File: src/scib_pkg.sv
// package for the serial control and interrupt block: register map, fields, rates
// assumes an APB slave with 32-bit data, one register per aligned word
package scib_pkg;
	// register byte addresses
	localparam logic [7:0] ADDR_CTRL   = 8'h00;  // serial_control
	localparam logic [7:0] ADDR_STATUS = 8'h04;  // serial_control_status (flags, ro)
	localparam logic [7:0] ADDR_IEN    = 8'h08;  // event enable, status layout
	localparam logic [7:0] ADDR_ICLR   = 8'h0C;  // write-one-to-clear, status layout
	localparam logic [7:0] ADDR_EVENT  = 8'h10;  // datapath events (test/inject), wo
	localparam logic [7:0] ADDR_SYS    = 8'h14;  // cpu mask and power mode
	// control field positions
	localparam int CTRL_IRQ_EN  = 7;
	localparam int CTRL_PER_EN  = 6;
	localparam int CTRL_DIV2    = 5;
	localparam int CTRL_MASTER  = 4;
	localparam int CTRL_IDLE    = 3;
	localparam int CTRL_PHASE   = 2;
	localparam int CTRL_RATE_HI = 1;
	localparam int CTRL_RATE_LO = 0;
	localparam logic [3:0] CTRL_UPPER_RST = 4'h0;  // upper nibble after reset
	localparam logic [3:0] CTRL_LOWER_RST = 4'h0;  // lower nibble: undefined, zero here
	// enable register: writable bits, also its reset value (all three events on)
	localparam logic [7:0] IEN_BITS = 8'hB0;
	// system register after reset: cpu interrupt masked, running
	localparam logic [2:0] SYS_RST  = 3'h1;
	// status field positions
	localparam int ST_XFER  = 7;
	localparam int ST_OVR   = 5;
	localparam int ST_MODE_FAULT_FLAG  = 4;
	// event register bits
	localparam int EV_DONE  = 0;  // byte finished
	localparam int EV_READY = 1;  // received byte ready to move
	// system register bits
	localparam int SYS_MASK = 0;  // cpu interrupt mask (1 = masked)
	localparam int SYS_WAIT = 1;  // cpu in wait mode
	localparam int SYS_HALT = 2;  // cpu in halt mode
	// sck half periods in cpu clocks, by {div2, rate}
	localparam logic [6:0] HALF_4   = 7'h02;
	localparam logic [6:0] HALF_8   = 7'h04;
	localparam logic [6:0] HALF_16  = 7'h08;
	localparam logic [6:0] HALF_32  = 7'h10;
	localparam logic [6:0] HALF_64  = 7'h20;
	localparam logic [6:0] HALF_128 = 7'h40;
	localparam logic [31:0] ZERO32  = 32'h0000_0000;
endpackage : scib_pkg

File: src/scib_divider.sv
// sck generator: one-cycle enable pulse every half period, level follows polarity
// assumes the caller holds run low outside master operation
`timescale 1ns/10ps
module scib_divider
	import scib_pkg::*;
(
	// clock and reset
	input  wire logic       clk_i,
	input  wire logic       rst_b_i,
	// control
	input  wire logic       run_i,     // count while high
	input  wire logic       idle_i,    // idle level
	input  wire logic [2:0] code_i,    // {div2, rate1, rate0}
	// outputs
	output logic            tick_o,    // one-cycle pulse at each sck edge
	output logic            sck_o      // clock level
);
	logic [6:0] cnt_reg, cnt_next;    // half period counter
	logic       sck_reg, sck_next;    // clock level
	logic [6:0] half;                 // selected half period

	// decode the rate code
	always_comb begin
		unique case (code_i)
			3'h4:    half = HALF_4;
			3'h0:    half = HALF_8;
			3'h1:    half = HALF_16;
			3'h6:    half = HALF_32;
			3'h2:    half = HALF_64;
			3'h3:    half = HALF_128;
			default: half = HALF_128;  // undocumented codes run slowest
		endcase
	end

	// count and toggle
	always_comb begin
		cnt_next = cnt_reg;
		sck_next = sck_reg;
		tick_o   = 1'b0;
		if (!run_i) begin
			cnt_next = 7'h00;
			sck_next = idle_i;  // idle level while stopped
		end else if (cnt_reg >= half - 7'h01) begin  // a faster rate never waits for a wrap
			cnt_next = 7'h00;
			sck_next = ~sck_reg;
			tick_o   = 1'b1;
		end else begin
			cnt_next = cnt_reg + 7'h01;
		end
	end

	// register
	always_ff @(posedge clk_i) begin
		if (!rst_b_i) begin
			cnt_reg <= 7'h00;
			sck_reg <= 1'b0;
		end else begin
			cnt_reg <= cnt_next;
			sck_reg <= sck_next;
		end
	end

	assign sck_o = sck_reg;
endmodule : scib_divider

File: src/scib_top.sv
// control register, event flags, interrupt and wake-up logic of the serial block
// assumes an APB master on the cpu side and the shift datapath reporting events
`timescale 1ns/10ps

// How it works
// - three events share one masked interrupt
// - any enabled event wakes wait; halt only transfer
// - fault and overrun never wake halt
// - bit 7 enables interrupt on any flag
// - bit 6 selects alternate pins, reset clears
// - master with select low clears enable, master
// - bit 4 master drives sck, swaps data
// - bit 3 sets sck idle level
// - bit 2 selects first capture edge
// - both ends use same polarity, phase
// - master sck divided by three-bit code
// - bit 5 divide-by-two, cleared on reset
// - rate bits ignored in slave role
// - reset zeroes upper control nibble
// - transfer flag set per completed byte
// - overrun when byte ready, flag set
// - fault cleared by status read, control write
module scib_top (
	// clock and reset
	input  wire logic        clk_i,
	input  wire logic        rst_b_i,
	// apb slave
	input  wire logic        psel_i,
	input  wire logic        penable_i,
	input  wire logic        pwrite_i,
	input  wire logic [7:0]  paddr_i,
	input  wire logic [31:0] pwdata_i,
	input  wire logic [3:0]  pstrb_i,
	output logic      [31:0] prdata_o,
	output logic             pready_o,
	output logic             pslverr_o,
	// datapath events
	input  wire logic        byte_done_i,   // pulse: a byte transfer finished
	input  wire logic        rx_ready_i,    // pulse: received byte ready to move
	input  wire logic        ss_b_i,        // slave select pin, active low
	// pin control
	output logic             pins_alt_o,    // serial pins on alternate function
	output logic             sck_oe_o,      // sck driven (master)
	output logic             sck_o,         // sck level
	output logic             mosi_oe_o,     // mosi driven (master)
	output logic             miso_oe_o,     // miso driven (slave)
	output logic             clock_idle_level_o,
	output logic             clock_capture_phase_o,
	output logic             sck_tick_o,    // pulse at each master sck edge
	// cpu side
	output logic             irq_o,         // shared interrupt request
	output logic             wake_wait_o,   // wake from wait
	output logic             wake_halt_o    // wake from halt
);
	import scib_pkg::*;

	logic [7:0] ctrl_reg, ctrl_next;        // serial_control
	logic       xfer_reg, xfer_next;        // transfer_complete_flag
	logic       ovr_reg, ovr_next;          // overrun_flag
	logic       mode_fault_flag_reg, mode_fault_flag_next;        // mode_fault_flag
	logic       mode_fault_flag_armed_reg, mode_fault_flag_armed_next; // status read seen with fault set
	logic [7:0] ien_reg, ien_next;          // enable register, status layout
	logic [2:0] sys_reg, sys_next;          // cpu mask, wait, halt
	logic [31:0] rdata_reg, rdata_next;     // read data
	logic       ready_reg, ready_next;      // apb ready
	logic       err_reg, err_next;          // apb error
	logic       irq_reg;                    // shared interrupt request
	logic       irq_next;                   // next interrupt request
	logic       ww_reg;                     // wake from wait
	logic       ww_next;                    // next wake from wait
	logic       wh_reg;                     // wake from halt
	logic       wh_next;                    // next wake from halt
	logic       alt_reg;                    // pins on alternate function
	logic       sck_oe_reg;                 // sck driven
	logic       mosi_reg;                   // mosi driven
	logic       miso_reg;                   // miso driven
	logic       idle_reg;                   // copy of the idle level bit
	logic       phase_reg;                  // copy of the capture phase bit
	logic       sck_q_reg, tick_reg;        // registered clock outputs
	logic       setup, wr, rd, mapped;      // bus decode
	logic [7:0] status;                     // status image
	logic       fault;                      // master sees select low
	logic       div_tick, div_sck;          // divider outputs
	logic       ev_done, ev_ready;          // merged events

	// bus decode: answer in the first access cycle
	assign setup  = psel_i & ~penable_i;
	assign wr     = psel_i & penable_i & ready_reg & pwrite_i;
	assign rd     = psel_i & penable_i & ready_reg & ~pwrite_i;
	assign mapped = (paddr_i == ADDR_CTRL) | (paddr_i == ADDR_STATUS) |
		(paddr_i == ADDR_IEN) | (paddr_i == ADDR_ICLR) |
		(paddr_i == ADDR_EVENT) | (paddr_i == ADDR_SYS);

	assign status = {xfer_reg, 1'b0, ovr_reg, mode_fault_flag_reg, 4'h0};
	assign fault  = ctrl_reg[CTRL_MASTER] & ~ss_b_i;
	assign ev_done  = byte_done_i | (wr & paddr_i == ADDR_EVENT & pstrb_i[0] &
		pwdata_i[EV_DONE]);
	assign ev_ready = rx_ready_i | (wr & paddr_i == ADDR_EVENT & pstrb_i[0] &
		pwdata_i[EV_READY]);

	// sck divider, runs only in master role with pins enabled
	scib_divider u_div (
		.clk_i   (clk_i),
		.rst_b_i (rst_b_i),
		.run_i   (ctrl_reg[CTRL_MASTER] & ctrl_reg[CTRL_PER_EN]),
		.idle_i  (ctrl_reg[CTRL_IDLE]),
		.code_i  ({ctrl_reg[CTRL_DIV2], ctrl_reg[CTRL_RATE_HI:CTRL_RATE_LO]}),
		.tick_o  (div_tick),
		.sck_o   (div_sck)
	);

	// bus answer
	always_comb begin
		ready_next = setup;
		err_next   = 1'b0;
		rdata_next = rdata_reg;
		if (setup) begin
			err_next = ~mapped;  // unmapped address answers with an error
			if (!pwrite_i) begin
				unique case (paddr_i)
					ADDR_CTRL:   rdata_next = {24'h000000, ctrl_reg};
					ADDR_STATUS: rdata_next = {24'h000000, status};
					ADDR_IEN:    rdata_next = {24'h000000, ien_reg};
					ADDR_SYS:    rdata_next = {29'h00000000, sys_reg};
					default:     rdata_next = ZERO32;
				endcase
			end
		end
	end

	// control register and cpu state
	always_comb begin
		ctrl_next = ctrl_reg;
		ien_next  = ien_reg;
		sys_next  = sys_reg;
		if (wr & pstrb_i[0]) begin
			if (paddr_i == ADDR_CTRL) begin
				ctrl_next = pwdata_i[7:0];
				// while faulted, enable and master may only be set in the clearing write
				if (mode_fault_flag_reg & ~mode_fault_flag_armed_reg) begin
					ctrl_next[CTRL_PER_EN] = ctrl_reg[CTRL_PER_EN];
					ctrl_next[CTRL_MASTER] = ctrl_reg[CTRL_MASTER];
				end
			end
			if (paddr_i == ADDR_IEN)
				ien_next = pwdata_i[7:0] & IEN_BITS;
			if (paddr_i == ADDR_SYS)
				sys_next = pwdata_i[2:0];
		end
		// fault pulls the block off the pins and into slave role
		if (fault) begin
			ctrl_next[CTRL_PER_EN] = 1'b0;
			ctrl_next[CTRL_MASTER] = 1'b0;
		end
	end

	// event flags: hardware set wins over clearing
	always_comb begin
		xfer_next       = xfer_reg;
		ovr_next        = ovr_reg;
		mode_fault_flag_next       = mode_fault_flag_reg;
		mode_fault_flag_armed_next = mode_fault_flag_armed_reg;
		// status read clears overrun, arms the fault clear
		if (rd & paddr_i == ADDR_STATUS) begin
			ovr_next        = 1'b0;
			mode_fault_flag_armed_next = mode_fault_flag_reg;
		end
		if (wr & pstrb_i[0] & paddr_i == ADDR_CTRL & mode_fault_flag_armed_reg) begin
			mode_fault_flag_next       = 1'b0;
			mode_fault_flag_armed_next = 1'b0;
		end
		if (wr & pstrb_i[0] & paddr_i == ADDR_ICLR) begin
			xfer_next = xfer_reg & ~pwdata_i[ST_XFER];
			ovr_next  = ovr_next & ~pwdata_i[ST_OVR];
		end
		if (ev_ready & xfer_reg)
			ovr_next = 1'b1;
		if (ev_done)
			xfer_next = 1'b1;
		if (fault)
			mode_fault_flag_next = 1'b1;
	end

	// interrupt and wake-up
	always_comb begin
		// each enable bit must also be on, plus the common enable
		irq_next = ctrl_reg[CTRL_IRQ_EN] & |(status & ien_reg) &
			~sys_reg[SYS_MASK];
		ww_next  = sys_reg[SYS_WAIT] & ctrl_reg[CTRL_IRQ_EN] &
			|(status & ien_reg);
		wh_next  = sys_reg[SYS_HALT] & ctrl_reg[CTRL_IRQ_EN] &
			xfer_reg & ien_reg[ST_XFER];
	end

	// registers
	always_ff @(posedge clk_i) begin
		if (!rst_b_i) begin
			ctrl_reg       <= {CTRL_UPPER_RST, CTRL_LOWER_RST};
			xfer_reg       <= 1'b0;
			ovr_reg        <= 1'b0;
			mode_fault_flag_reg       <= 1'b0;
			mode_fault_flag_armed_reg <= 1'b0;
			ien_reg        <= IEN_BITS;
			sys_reg        <= SYS_RST;
			rdata_reg      <= ZERO32;
			ready_reg      <= 1'b0;
			err_reg        <= 1'b0;
			irq_reg        <= 1'b0;
			ww_reg         <= 1'b0;
			wh_reg         <= 1'b0;
			alt_reg        <= 1'b0;
			sck_oe_reg     <= 1'b0;
			mosi_reg       <= 1'b0;
			miso_reg       <= 1'b0;
			idle_reg       <= 1'b0;
			phase_reg      <= 1'b0;
			sck_q_reg      <= 1'b0;
			tick_reg       <= 1'b0;
		end else begin
			ctrl_reg       <= ctrl_next;
			xfer_reg       <= xfer_next;
			ovr_reg        <= ovr_next;
			mode_fault_flag_reg       <= mode_fault_flag_next;
			mode_fault_flag_armed_reg <= mode_fault_flag_armed_next;
			ien_reg        <= ien_next;
			sys_reg        <= sys_next;
			rdata_reg      <= rdata_next;
			ready_reg      <= ready_next;
			err_reg        <= err_next;
			irq_reg        <= irq_next;
			ww_reg         <= ww_next;
			wh_reg         <= wh_next;
			alt_reg        <= ctrl_reg[CTRL_PER_EN];
			sck_oe_reg     <= ctrl_reg[CTRL_PER_EN] & ctrl_reg[CTRL_MASTER];
			mosi_reg       <= ctrl_reg[CTRL_PER_EN] & ctrl_reg[CTRL_MASTER];
			miso_reg       <= ctrl_reg[CTRL_PER_EN] & ~ctrl_reg[CTRL_MASTER];
			idle_reg       <= ctrl_reg[CTRL_IDLE];
			phase_reg      <= ctrl_reg[CTRL_PHASE];
			sck_q_reg      <= div_sck;
			tick_reg       <= div_tick;
		end
	end

	// outputs
	assign prdata_o              = rdata_reg;
	assign pready_o              = ready_reg;
	assign pslverr_o             = err_reg;
	assign pins_alt_o            = alt_reg;
	assign sck_oe_o              = sck_oe_reg;
	assign sck_o                 = sck_q_reg;
	assign mosi_oe_o             = mosi_reg;
	assign miso_oe_o             = miso_reg;
	assign clock_idle_level_o    = idle_reg;
	assign clock_capture_phase_o = phase_reg;
	assign sck_tick_o            = tick_reg;
	assign irq_o                 = irq_reg;
	assign wake_wait_o           = ww_reg;
	assign wake_halt_o           = wh_reg;
endmodule : scib_top

File: config.mk
export PLATFORM = sky130hd
export DESIGN_NAME = scib_top
export DESIGN_NICKNAME = d
export VERILOG_FILES = /design/src/scib_pkg.sv /design/src/scib_divider.sv /design/src/scib_top.sv
export SDC_FILE = /design/constraint.sdc
export NUM_CORES = 1
export LEC_CHECK = 0
export ABC_AREA = 1
export ABC_CLOCK_PERIOD_IN_PS = 2500
export BUFFER_PORTS_ARGS = -buffer_cell sky130_fd_sc_hd__buf_2
export CELL_PAD_IN_SITES_DETAIL_PLACEMENT = 1
export CELL_PAD_IN_SITES_GLOBAL_PLACEMENT = 1
export CORE_ASPECT_RATIO = 1.25
export CORE_UTILIZATION = 35
export DETAILED_ROUTE_END_ITERATION = 6
export GPL_TIMING_DRIVEN = 1
export PLACE_DENSITY = 0.82
export SLEW_MARGIN = 10
export SYNTH_ARGS = -nofsm -noshare
export SYNTH_HDL_FRONTEND = slang
export SYNTH_SLANG_ARGS = --single-unit
File: constraint.sdc
create_clock -name clk_i -period 2.5 [get_ports clk_i]
set_input_delay 0.625 -clock clk_i [delete_from_list [all_inputs] [get_ports clk_i]]
set_output_delay 0.625 -clock clk_i [all_outputs]
set_load 0.01 [all_outputs]
[Word level (Yosys, flattened, before mapping)]
Cells that the tools add are included.
Word-level totals
  register bits: 70
  latch bits: 0
  memory bits (writable): 0
  ROM bits: 0
  memories kept: 0
Cells by class
  add/sub/neg operators: 2
  multipliers: 0
  divide/modulo/power cells: 0
  magnitude comparators: 1
  equal/unequal tests: 10
  shifts and indexed selects: 0
  multiplexer cells: 12
  bitwise operators: 49
  reduce and logical (&&, ||, !) cells: 15
Operators by type and width (count)
  one-hot mux 7 bit (5 select lines): 1
  one-hot mux 8 bit (4 select lines): 1
  bitwise AND 1 bit: 28
  equality test 8 x 4 -> 1 bit, second input constant: 2
  equality test 8 x 5 -> 1 bit, second input constant: 2
  inverter 1 bit: 13
  AND reduction 2 bit: 6
  2-to-1 mux 1 bit: 10
  bitwise AND 8 bit: 1
  equality test 8 x 3 -> 1 bit, second input constant: 1
  logical NOT 8 bit: 1
  OR reduction 8 bit: 1
  adder 7 x 1 -> 7 bit, second input constant: 1
  greater-or-equal comparator 7 bit: 1
  OR 1 bit: 7
  subtractor 7 x 1 -> 7 bit, second input constant: 1
  equality test 3 bit, second input constant: 2
  nonzero test 2 bit: 2
  OR reduction 2 bit: 2
  equality test 3 x 1 -> 1 bit, second input constant: 1
  equality test 3 x 2 -> 1 bit, second input constant: 1
  logical NOT 3 bit: 1
  AND reduction 3 bit: 1
  OR reduction 3 bit: 1
  inequality test 2 bit, second input constant: 1

[Logic depth before layout (Yosys ltp)]
Gate-level depths: netlist (run 1).
  depth in word-level cells: 9
  gate-level depth with buffers: 12
  mapped depth without buffers: 12

[By module]
A second synthesis (run 1) with hierarchy kept.
Second synthesis, totals
  cell total of the unflattened synthesis: 315
  area total of the unflattened synthesis: 2312.2 um^2
By module, submodules not included
  scib_top: times used 1, cells an instance 247, area each 1781.7 um^2, seq. area each 760.7 um^2
  scib_divider: times used 1, cells an instance 68, area each 530.5 um^2, seq. area each 160.2 um^2

[Worst setup path after synthesis (run 1)]
OpenSTA, ideal clock, no wires.
  path type: flip-flop to flip-flop
  start: register ctrl_reg[5]
  end: register u_div.cnt_reg[2]
  setup time: 78 ps
  arrival time: 1457 ps
  required time: 2422 ps
  setup slack: 965 ps
  cell stages (with the launch flop): 12
  path buffers: 0
  period minus slack after synthesis: 1535 ps
  path through: dfxtp_1 > inv_1 > nand2_1 > o21ai_0 > ha_1 > nand2_1 > a21oi_1 > nor2_1 > nand2_1 > inv_1 > nand2_1 > nor3_1
On the way
  cells in the longest elaborated chain, start to end: 5
  elaborated cells between the ends (all ways): 9
  classes of those cells: add/sub: 1; order compare: 1; eq/ne: 4; mux: 1; reduce/logical: 2
Ends and longest elaborated chain
  start, declared: line scib_top.sv:57  | logic [7:0] ctrl_reg, ctrl_next;
  start signal, assigned: line scib_top.sv:198  | ctrl_reg <= {CTRL_UPPER_RST, CTRL_LOWER_RST};
  start signal, assigned: line scib_top.sv:220  | ctrl_reg <= ctrl_next;
  equality test 3 x 2 -> 1 bit, or another cell as far along: line scib_divider.sv:24  | unique case (code_i)
  one-hot mux 7 bit (5 select lines) *: line scib_divider.sv:24
  subtractor 7 x 1 -> 7 bit *: line scib_divider.sv:43  | end else if (cnt_reg >= half - 7'h01) begin
  greater-or-equal comparator 7 bit *: line scib_divider.sv:43
  OR reduction 3 bit (no source line) *
  end signal, assigned: line scib_divider.sv:58  | cnt_reg <= cnt_next;
  end, declared: line scib_divider.sv:18  | logic [6:0] cnt_reg, cnt_next;
Mark *: on every way between the ends. The rest lies on a longest branch, timed or not.
A chain may end at the register's enable or synchronous reset.

[Worst setup path in the final report (run 1)]
Same ends and word-level chain as after synthesis.

==> results_dict.tcl, run 1 <==
set metrics [dict create \
    hold_viol_final 0 \
    cp.required_ns 2.73 \
    gp_congestion 0.758 \
    rows 32 \
    synth-seq-cells 46 \
    dpl.hpwl_um 4360 \
    cts_buffers 5 \
    r2r-end "u_div.cnt_reg[2]$_SDFF_PP0_" \
    synth_cell_types 34 \
    setup.worst_path.end_class "flop" \
    vdd_drop_max_v 0.000226 \
    critPathKind "flop to flop" \
    ctsHoldBuffers 0 \
    final_nets 423 \
    p_per_area_nw_per_um2 489 \
    layout_commonest_cell "nand2_1" \
    post_cts_buffers 0 \
    post_cts_resized 0 \
    grt_pass1_vias 2037 \
    fin_total_pwr_uw 1280 \
    insertion_delay_ns 0.31 \
    fin_area_sq_um 2620 \
    dp.cells 442 \
    dpl_cell_area_sq_um 2530 \
    cap_violations 0 \
    maxSlewViolCount 0 \
    initial_core_util 0.367 \
    antenna_left 0 \
    worstMarginPinSlew_ns 0.515 \
    track_usage 0.173 \
    grt.overflow.total 0 \
    critPathLaunchType "flop" \
    synth_ff_type "dfxtp_1" \
    die_y_um 92.8 \
    seq_area_frac_synth 0.399 \
    area_growth_pct 13.2 \
    drt_wl_total_um 5450 \
    die_area_sq_um 6930 \
    antenna_found_initial 0 \
    min-delay-start "sys_reg[0]$_SDFFE_PN1P_" \
    synth.cell_area_sq_um 2310 \
    core_area_sq_um 6290 \
    cts-htree-levels 2 \
    drt-pass1-iter-count 4 \
    die_w_um 74.7 \
    synthCells 315 \
    min_path_cells 1 \
    grt_setup_unrepaired "no" \
    fin_crit_ns 1.82 \
    final_cell_mix "nand2_1, dfxtp_1, buf_2" \
    power_leakage_uw 0.00126 \
    outcome "finished, final reports clean" \
    drc 0 \
    ios 97 \
    cts_sinks 46 \
    drive_gt1_frac 0.192 \
    synth_edf_count 0 \
    fin_skew_ns 0.0106 \
    r2r-start "ctrl_reg[5]$_SDFFE_PN0P_" \
    r2r_cells 11 \
    num_vias 2090 \
    grt_max_degree 16 \
    port_buffers 45 \
    clk_pin_slew_ns 0.08 \
    hold-path-endpoint "irq_o$_SDFF_PN0_" \
    setup_tns_ns 0 \
    synth_area_per_cell_sq_um 7.33 \
    diodes 0 \
    grt_pass1_wl_um 9070 \
    cp_max_fo 7 \
    clock-root-buffer "clkbuf_8" \
    wire_per_inst_um 12.1 \
    cts_tree "yes" \
    max_clock_freq_ghz 0.551 \
    cp_data_arrival_time_ns 2.04 \
    regToRegSetupSlack_ns 0.68 \
    clockBufferDepth 2 \
    yosysWarnings 0 \
    hold_path_class "flop to flop" \
    detail_route.vias_per_cell 4.65 \
    stdcell_count 449 \
    async_flop_share 0 \
    slew_headroom 0.656 \
    setup_viol 0 \
    fin_crit_sh 0.726 \
    drt_iter0_markers 60 \
]
## through the flow
step	utilization	worst slack, ns	hold slack (ns)
after global routing	0.416	0.458	0.457
final	0.416	0.685	0.434
after CTS	0.416	0.652	0.445
after global placement	0.403	0.615	0.404
after floorplan	-	0.965	0.392
after detailed placement	0.403	0.597	0.431
## critical path: stages, from the launching register on
cell	delay (ns)
dfxtp_1	0.41
inv_1	0.11
nand2_1	0.09
o21ai_0	0.08
ha_1	0.29
nand2_1	0.06
a21oi_1	0.06
nor2_1	0.13
nand2_1	0.10
inv_1	0.09
nand2_1	0.17
nor3_1	0.16
## per-layer routing
| metal | track usage | vias up | share of wire |
|---|---|---|---|
| met2 | 0.311 | 37 | 0.54 |
| met3 | 0.0348 | 10 | 0.029 |
| met1 | 0.189 | 987 | 0.40 |
| met5 | 0 | - | 0 |
| li1 | - | 1056 | - |
| met4 | 0.0770 | 0 | 0.028 |
## cell type report
class / count / area (sq um)
repair buffers: 49 / 255
flip-flops and latches: 46 / 921
well taps: 85 / 106
multi-input cells: 226 / 1120
clock inverters: 1 / 7.51
clock buffers: 6 / 72.6
inverters: 36 / 135
fillers: 845 / 3670
## power by group
part	internal, uW	switching [uW]
logic	29.8	65.7
clock network	192	253
registers	735	2.59
## worst max path at each step
stage	from	endpoint	slack [ns]
global route	ctrl_reg[5]$_SDFFE_PN0P_	u_div.cnt_reg[2]$_SDFF_PP0_	0.46
finish	ctrl_reg[5]$_SDFFE_PN0P_	u_div.cnt_reg[2]$_SDFF_PP0_	0.68
detailed placement	paddr_i[1]	mode_fault_flag_reg$_SDFFE_PN0P_	0.60
floorplan	ctrl_reg[5]$_SDFFE_PN0P_	u_div.cnt_reg[2]$_SDFF_PP0_	0.97
global placement	paddr_i[1]	mode_fault_flag_reg$_SDFFE_PN0P_	0.61
CTS	ctrl_reg[5]$_SDFFE_PN0P_	u_div.cnt_reg[2]$_SDFF_PP0_	0.65
## Yosys cell counts (2+ instances only)
library cell | instances | share of area
a21oi_1 | 23 | 0.050
buf_4 | 25 | 0.081
buf_6 | 2 | 0.0098
conb_1 | 2 | 0.0033
dfxtp_1 | 46 | 0.40
ha_1 | 7 | 0.038
inv_1 | 36 | 0.059
nand2_1 | 71 | 0.12
nand2_2 | 3 | 0.0081
nand3_1 | 31 | 0.067
nor2_1 | 24 | 0.039
nor2_2 | 3 | 0.0081
nor2_4 | 3 | 0.015
nor3_1 | 4 | 0.0087
nor3_2 | 2 | 0.0087
o2111ai_1 | 2 | 0.0076
o21ai_0 | 13 | 0.028
xor2_1 | 2 | 0.0076
## logic make-up after synthesis
logic type,share of synthesized area
flip-flops,0.399
buffers and inverters,0.155
AND/OR/NAND/NOR,0.290
other,0.00325
adder cells (fa/ha/maj),0.0379
AO/OA/AOI/OAI,0.103
XOR/XNOR,0.0114
Power figures use the tool's default switching activity.
==> inputs of run 2 (changes only) <==
ABC_AREA = 0   (was 1)
ABC_CLOCK_PERIOD_IN_PS = 1750   (was 2500)
CORE_UTILIZATION = 34   (was 35)
PLACE_DENSITY = 0.78   (was 0.82)
clock period = 1.75 ns   (was 2.5 ns; I/O delays follow)
==> run 2 against run 1 <==
Die area is 1.7% higher. Synthesized cell count is 16% lower. Largest cell class unchanged. Utilization grew 1.6 points. Hold slack lost 0.067 ns. Critical path depth is 6 lower. Flip-flop and latch count is the same.
==> results_dict.tcl, run 2 <==
set metrics [dict create \
    min_path_cells 3 \
    diodes 0 \
    port_buffers 45 \
    synth.most_common_cell "dfxtp_1" \
    synth_area_per_cell_sq_um 8.62 \
    wire_per_inst_um 14.3 \
    synthCells 265 \
    cts-htree-levels 2 \
    final_cell_mix "buf_2, dfxtp_1, buf_4" \
    fin_skew_ns 0.00792 \
    cts_sinks 46 \
    synth-seq-cells 46 \
    synth_top_area_cell "dfxtp_1" \
    maxSlewViolCount 0 \
    die_w_um 75.3 \
    synth_cell_types 44 \
    synth_ff_type "dfxtp_1" \
    dpl.hpwl_um 4820 \
    r2r_cells 7 \
    cts_tree "yes" \
    antenna_found_initial 0 \
    crit_chain "buf_2, or4b_1, or4_1, mux2i_1, nand2_1" \
    setup_viol 0 \
    critPathKind "primary input to flop" \
    drt_wl_total_um 6000 \
    synth_common_cells "dfxtp_1, buf_4, nand2_1" \
    async_flop_share 0 \
    min-delay-start "byte_done_i" \
    grt.overflow.total 0 \
    track_usage 0.177 \
    cts_buffers 5 \
    initial_core_util 0.350 \
    fin_total_pwr_uw 1840 \
    drc 0 \
    fin_crit_sh 0.980 \
    seq_area_frac_synth 0.403 \
    cp.required_ns 1.94 \
    r2r-start "ctrl_reg[5]$_SDFFE_PN0P_" \
    met3_usage 0.0356 \
    p_per_area_nw_per_um2 653 \
    die_area_sq_um 7050 \
    critPathLaunchType "primary input" \
    max_clock_freq_ghz 0.583 \
    ios 97 \
    fin_crit_ns 1.71 \
    hold_slack_ns 0.367 \
    drt_iter0_markers 50 \
    vdd_drop_max_v 0.000261 \
    hold_viol_final 0 \
    regToRegSetupSlack_ns 0.05 \
    path_buf_inv 1 \
    drive_gt1_frac 0.280 \
    hold-path-endpoint "xfer_reg$_SDFFE_PN0P_" \
    critPathSlowestCell "or4_1" \
    die_y_um 93.6 \
    p_comb_frac 0.093 \
    cap_violations 0 \
    final_nets 391 \
    grt_pass1_wl_um 9470 \
    grtUsageMet2 0.322 \
    hold_path_class "primary input to flop" \
    synth_edf_count 0 \
    grt_util_met1 0.196 \
    final_util 0.432 \
    area_growth_pct 23.5 \
    detail_route.vias_per_cell 4.93 \
    yosysWarnings 0 \
    insertion_delay_ns 0.29 \
    synth_area_leaders "dfxtp_1, buf_4, mux2i_1, nand2_1, ha_1" \
    grt_setup_unrepaired "yes" \
    clockPowerShare 0.335 \
    cp_data_arrival_time_ns 1.91 \
    outcome "finished, final reports clean" \
    antenna_left 0 \
    clock-root-buffer "clkbuf_8" \
    p_switching_uw 451 \
    busiest_layer "met2" \
    n_fill_cell 825 \
    clockBufferDepth 2 \
    power_leakage_uw 0.00122 \
    gp_congestion 0.781 \
    grt_pass1_vias 2021 \
    synth.cell_area_sq_um 2280 \
    setup.worst_path.end_class "flop" \
    r2r-end "u_div.cnt_reg[6]$_SDFF_PP0_" \
    sw_frac_of_total 0.245 \
    rows 33 \
    num_vias 2067 \
    clk_pin_slew_ns 0.08 \
    core_area_sq_um 6520 \
    layout_commonest_cell "buf_2" \
    grt_max_degree 14 \
    p_int_uw 1390 \
    ctsHoldBuffers 0 \
    synth.top_cell.area_share 0.403 \
    cp_max_fo 3 \
    crit_family "simple AND/OR/NAND/NOR gates" \
    critPathMaxStageDelay_ns 0.60 \
    drt-pass1-iter-count 4 \
    pwr-share-seq 0.573 \
]
## run 2: kinds of logic (layout without fill, tap and decap cells)
family,Yosys count,count (layout),share of synthesized area
flops,46,46,0.403
fa+ha+maj,7,7,0.0384
compound gates,47,47,0.128
simple gates,108,108,0.250
buf+inv,38,82,0.105
mux,12,12,0.0526
xor+xnor,5,5,0.0192
other cells,2,25,0.00329
## run 2: stage by stage
| step | TNS, ns | setup slack [ns] | instance area, sq um | instances |
|---|---|---|---|---|
| 6_report | 0 | 0.0354 | 2820 | 419 |
| 5_1_grt | -0.0627 | -0.0303 | 2820 | 419 |
| 4_1_cts | 0 | 0.0178 | 2790 | 419 |
| 3_5_place_dp | -5.51 | -0.274 | 2700 | 412 |
| 3_3_place_gp | -4.47 | -0.247 | 2700 | 412 |
| 2_1_floorplan | -0.885 | -0.133 | 2410 | 288 |
## run 2: worst max-delay path by stage
stage | endpoint | cells past startpoint | start | slack (ns)
after global placement | ien_reg[7]$_SDFFE_PN1P_ | 5 | paddr_i[4] | -0.25
after floorplan | prdata_o[0]$_SDFFE_PN0P_ | 5 | paddr_i[5] | -0.13
after detailed placement | ien_reg[4]$_SDFFE_PN1P_ | 5 | paddr_i[4] | -0.27
after global routing | u_div.sck_o$_SDFFE_PN0P_ | 7 | ctrl_reg[5]$_SDFFE_PN0P_ | -0.03
final | ien_reg[4]$_SDFFE_PN1P_ | 5 | paddr_i[4] | 0.04
after CTS | u_div.sck_o$_SDFFE_PN0P_ | 7 | ctrl_reg[5]$_SDFFE_PN0P_ | 0.02
## run 2: layer usage
metal	routed length, um	part of all wire
met5	0	0
met3	239	0.040
met4	122	0.020
met1	2470	0.41
met2	3170	0.53
## run 2: area by class of cell
| cell class | instances | area [sq um] | share of cell area |
|---|---|---|---|
| flip-flops and latches | 46 | 927 | 0.329 |
| clock buffers | 7 | 76.3 | 0.0271 |
| multi-input cells | 204 | 1260 | 0.448 |
| well taps | 87 | 109 | 0.0386 |
| inverters | 2 | 7.51 | 0.00266 |
| repair buffers | 73 | 435 | 0.154 |
## run 2: timing repair
action / CTS / global route
gates resized for setup: 5 / 9
pin swaps: 0 / 2
buffers inserted: 0 / 0
endpoints found under the setup margin: 7 / 9
## run 2: worst register-to-register path, delay by kind of cell, from the launching register on
kind                     cells  cell delay, ns
AND/OR/NAND/NOR              3            0.68
flip-flops                   1            0.34
AO/OA/AOI/OAI                2            0.32
buffers and inverters        1            0.13
adder cells (fa/ha/maj)      1            0.17
## run 2: power by group through the flow
| stage | combinational [uW] | sequential [uW] | clock, uW |
|---|---|---|---|
| after floorplan | 126 | 1080 | 0 |
| after global placement | 164 | 1080 | 0 |
| after detailed placement | 168 | 1080 | 0 |
| after CTS | 170 | 1060 | 629 |
| after global routing | 187 | 1060 | 674 |
| final | 171 | 1050 | 616 |
==> inputs of run 3 (changes only) <==
CORE_UTILIZATION = 35   (was 34)
GPL_TIMING_DRIVEN = not set   (was 1)
SYNTH_HIERARCHICAL = 1   (was not set)
==> run 3 against run 2 <==
The run now ends with setup timing left. Die area decreased by 0.35%. Maximum frequency decreased by 3.1%. Worst setup slack got worse by 0.056 ns. Sequential share of layout area decreased by 1.7 points. Synthesized cell count decreased by 1.9%. Flip-flop and latch count unchanged. Total power increased by 2.7%. Count of clock-buffer cells in the layout decreased by 2. Non-clock buffer count increased by 10. Register-to-register slack got worse by 0.04 ns. Routed wire length decreased by 1.1%. Critical path type unchanged. Critical endpoint is now mode_fault_flag_armed_reg$_SDFFE_PP0P_. Largest cell class unchanged. Highest routed layer unchanged.
==> results_dict.tcl, run 3 <==
set metrics [dict create \
    yosysWarnings 6 \
    rows 32 \
    n_fill_cell 815 \
    async_flop_share 0 \
    r2r-end "u_div/cnt_reg[3]$_SDFF_PP0_" \
    fin_skew_ns 0.0106 \
    diodes 0 \
    maxSlewViolCount 0 \
    dpl.hpwl_um 4830 \
    grt_pass1_vias 2109 \
    clk_pin_slew_ns 0.10 \
    timing.final.ws_setup_ns -0.0201 \
    cts_buffers 5 \
    regToRegSetupSlack_ns 0.01 \
    antenna_left 0 \
    synth_area_leaders "dfxtp_1, buf_4, nand2_1, nand3_1, ha_1" \
    violations "setup timing" \
    grt_pass1_wl_um 9780 \
    min-delay-start "pwdata_i[3]" \
    min_path_cells 3 \
    area_growth_pct 27.7 \
    port_buffers 45 \
    clock-root-buffer "clkbuf_8" \
    critPathMaxStageDelay_ns 0.60 \
    dpl_cell_area_sq_um 2810 \
    synth-seq-cells 46 \
    synthCells 260 \
    drc 0 \
    critPathLaunchType "primary input" \
    synth.cell_area_sq_um 2340 \
    drive_gt1_frac 0.362 \
    die_y_um 93.5 \
    cap_violations 0 \
    wire_per_inst_um 14.0 \
    setup_viol 1 \
    hold_slack_ns 0.386 \
    initial_core_util 0.370 \
    hold-path-endpoint "ctrl_reg[3]$_SDFFE_PN0P_" \
    final_cell_mix "dfxtp_1, buf_2, buf_4" \
    fin_total_pwr_uw 1890 \
    seq_area_frac_synth 0.393 \
    pwr-share-seq 0.556 \
    critPathKind "primary input to flop" \
    antenna_found_initial 0 \
    p_comb_frac 0.092 \
    hold_viol_final 0 \
    track_usage 0.185 \
    drt-pass1-iter-count 4 \
    fin_area_sq_um 2990 \
    fin_crit_sh 1.01 \
    die_w_um 75.2 \
    insertion_delay_ns 0.30 \
    num_vias 2072 \
    synth_cell_types 54 \
    die_area_sq_um 7030 \
    final_nets 398 \
    core_area_sq_um 6330 \
    fin_crit_ns 1.77 \
    synth.most_common_cell "dfxtp_1" \
    grt_max_degree 30 \
    synth_top_area_cell "dfxtp_1" \
    r2r-start "ctrl_reg[5]$_SDFFE_PN0P_" \
    cts_sinks 46 \
    clockBufferDepth 2 \
    r2r_cells 7 \
    ctsHoldBuffers 0 \
    grt_setup_unrepaired "yes" \
    p_per_area_nw_per_um2 633 \
    drt_iter0_markers 38 \
    final_util 0.473 \
    cp.required_ns 1.95 \
    p_int_uw 1400 \
    p_switching_uw 489 \
    sw_frac_of_total 0.258 \
    max_clock_freq_ghz 0.565 \
    cts-htree-levels 2 \
    clockPowerShare 0.352 \
    power_leakage_uw 0.00128 \
    synth_edf_count 0 \
    vdd_drop_max_v 0.000383 \
    drt_wl_total_um 5930 \
    cp_max_fo 6 \
    cp_data_arrival_time_ns 1.97 \
    ios 97 \
    outcome "finished, violations left" \
    synth_area_per_cell_sq_um 9.01 \
    setup.worst_path.end_class "flop" \
    detail_route.vias_per_cell 4.88 \
    crit_chain "buf_6, or4_4, nor4_4, mux2_4, and3_4" \
    synth.top_cell.area_share 0.393 \
    grt.overflow.total 0 \
    gp_congestion 0.884 \
    synth_common_cells "dfxtp_1, nand2_1, buf_4" \
    synth_ff_type "dfxtp_1" \
    cts_tree "yes" \
    hold_path_class "primary input to flop" \
    critPathSlowestCell "or4_4" \
]
-- run 3: cell types whose count changed after synthesis, moves of 4 or more --
cell / previous run / this run
a21boi_0: 1 / 8
a21oi_1: 15 / 7
a22o_1: 3 / 9
mux2i_1: 12 / 4
nand2_1: 25 / 32
nand2b_1: 7 / 2
nand3_1: 16 / 20
nor2_1: 18 / 7
nor2_2: 0 / 4
-- run 3: kinds of logic (layout without fill, tap and decap cells) --
group,Yosys count,after routing,share of synthesized area
and+or+nand+nor,108,108,0.263
AOI/OAI and AO/OA,49,49,0.152
DFF,46,46,0.393
buffers and inverters,38,95,0.111
adders and majority gates,7,7,0.0374
xor gates and xnor gates,5,5,0.0187
muxes,5,5,0.0219
other,2,25,0.00321
-- run 3: per-stage QoR --
stage	worst slack, ns	setup TNS, ns	cells
after floorplan	-0.179	-1.95	283
after global placement	-0.320	-5.21	415
after detailed placement	-0.361	-6.26	415
after CTS	0.000991	0	423
after global routing	-0.0615	-0.466	425
final	-0.0201	-0.0201	425
-- run 3: routing by layer --
metal	vias up	wire, um	track usage
met5	-	0	0
li1	1027	-	-
met3	8	187	0.0302
met1	987	2300	0.196
met2	50	3320	0.352
met4	0	129	0.0741
-- run 3: timing repair --
| action | 4_1_cts | 5_1_grt |
|---|---|---|
| buffers inserted | 0 | 2 |
| endpoints found under the setup margin | 10 | 14 |
| pin swaps | 3 | 6 |
| gates resized for setup | 5 | 13 |
| cloned | 0 | 0 |
-- run 3: worst max-delay path, delay by kind of cell --
kind	cells	cell delay [ns]
AND/OR/NAND/NOR	3	1.11
multiplexers	1	0.33
buffers and inverters	1	0.09
-- run 3: final cells by class --
type,instances,area [sq um],share of cell area
inverter,4,15.0,0.00502
multi-input combinational,199,1320,0.442
sequential,46,932,0.312
clock buffer,5,68.8,0.0230
timing repair buffer,83,523,0.175
tap,85,106,0.0355
clock inverter,3,23.8,0.00795
-- run 3: power by group through the flow --
| stage | Sequential [uW] | Combinational, uW | Clock [uW] |
|---|---|---|---|
| detailed placement | 1080 | 167 | 0 |
| CTS | 1050 | 168 | 698 |
| global placement | 1080 | 163 | 0 |
| floorplan | 1080 | 129 | 0 |
| finish | 1050 | 175 | 667 |
| global route | 1050 | 192 | 738 |
-- run 3: worst max-delay path by stage --
stage                                        start                                     end
final                                   paddr_i[6]  mode_fault_flag_armed_reg$_SDFFE_PP0P_
after global routing      ctrl_reg[5]$_SDFFE_PN0P_             u_div/cnt_reg[6]$_SDFF_PP0_
after CTS                               paddr_i[1]  mode_fault_flag_armed_reg$_SDFFE_PP0P_
after detailed placement                paddr_i[4]  mode_fault_flag_armed_reg$_SDFFE_PP0P_
after global placement                  paddr_i[4]  mode_fault_flag_armed_reg$_SDFFE_PP0P_
after floorplan                         paddr_i[4]                ctrl_reg[4]$_SDFFE_PP0P_
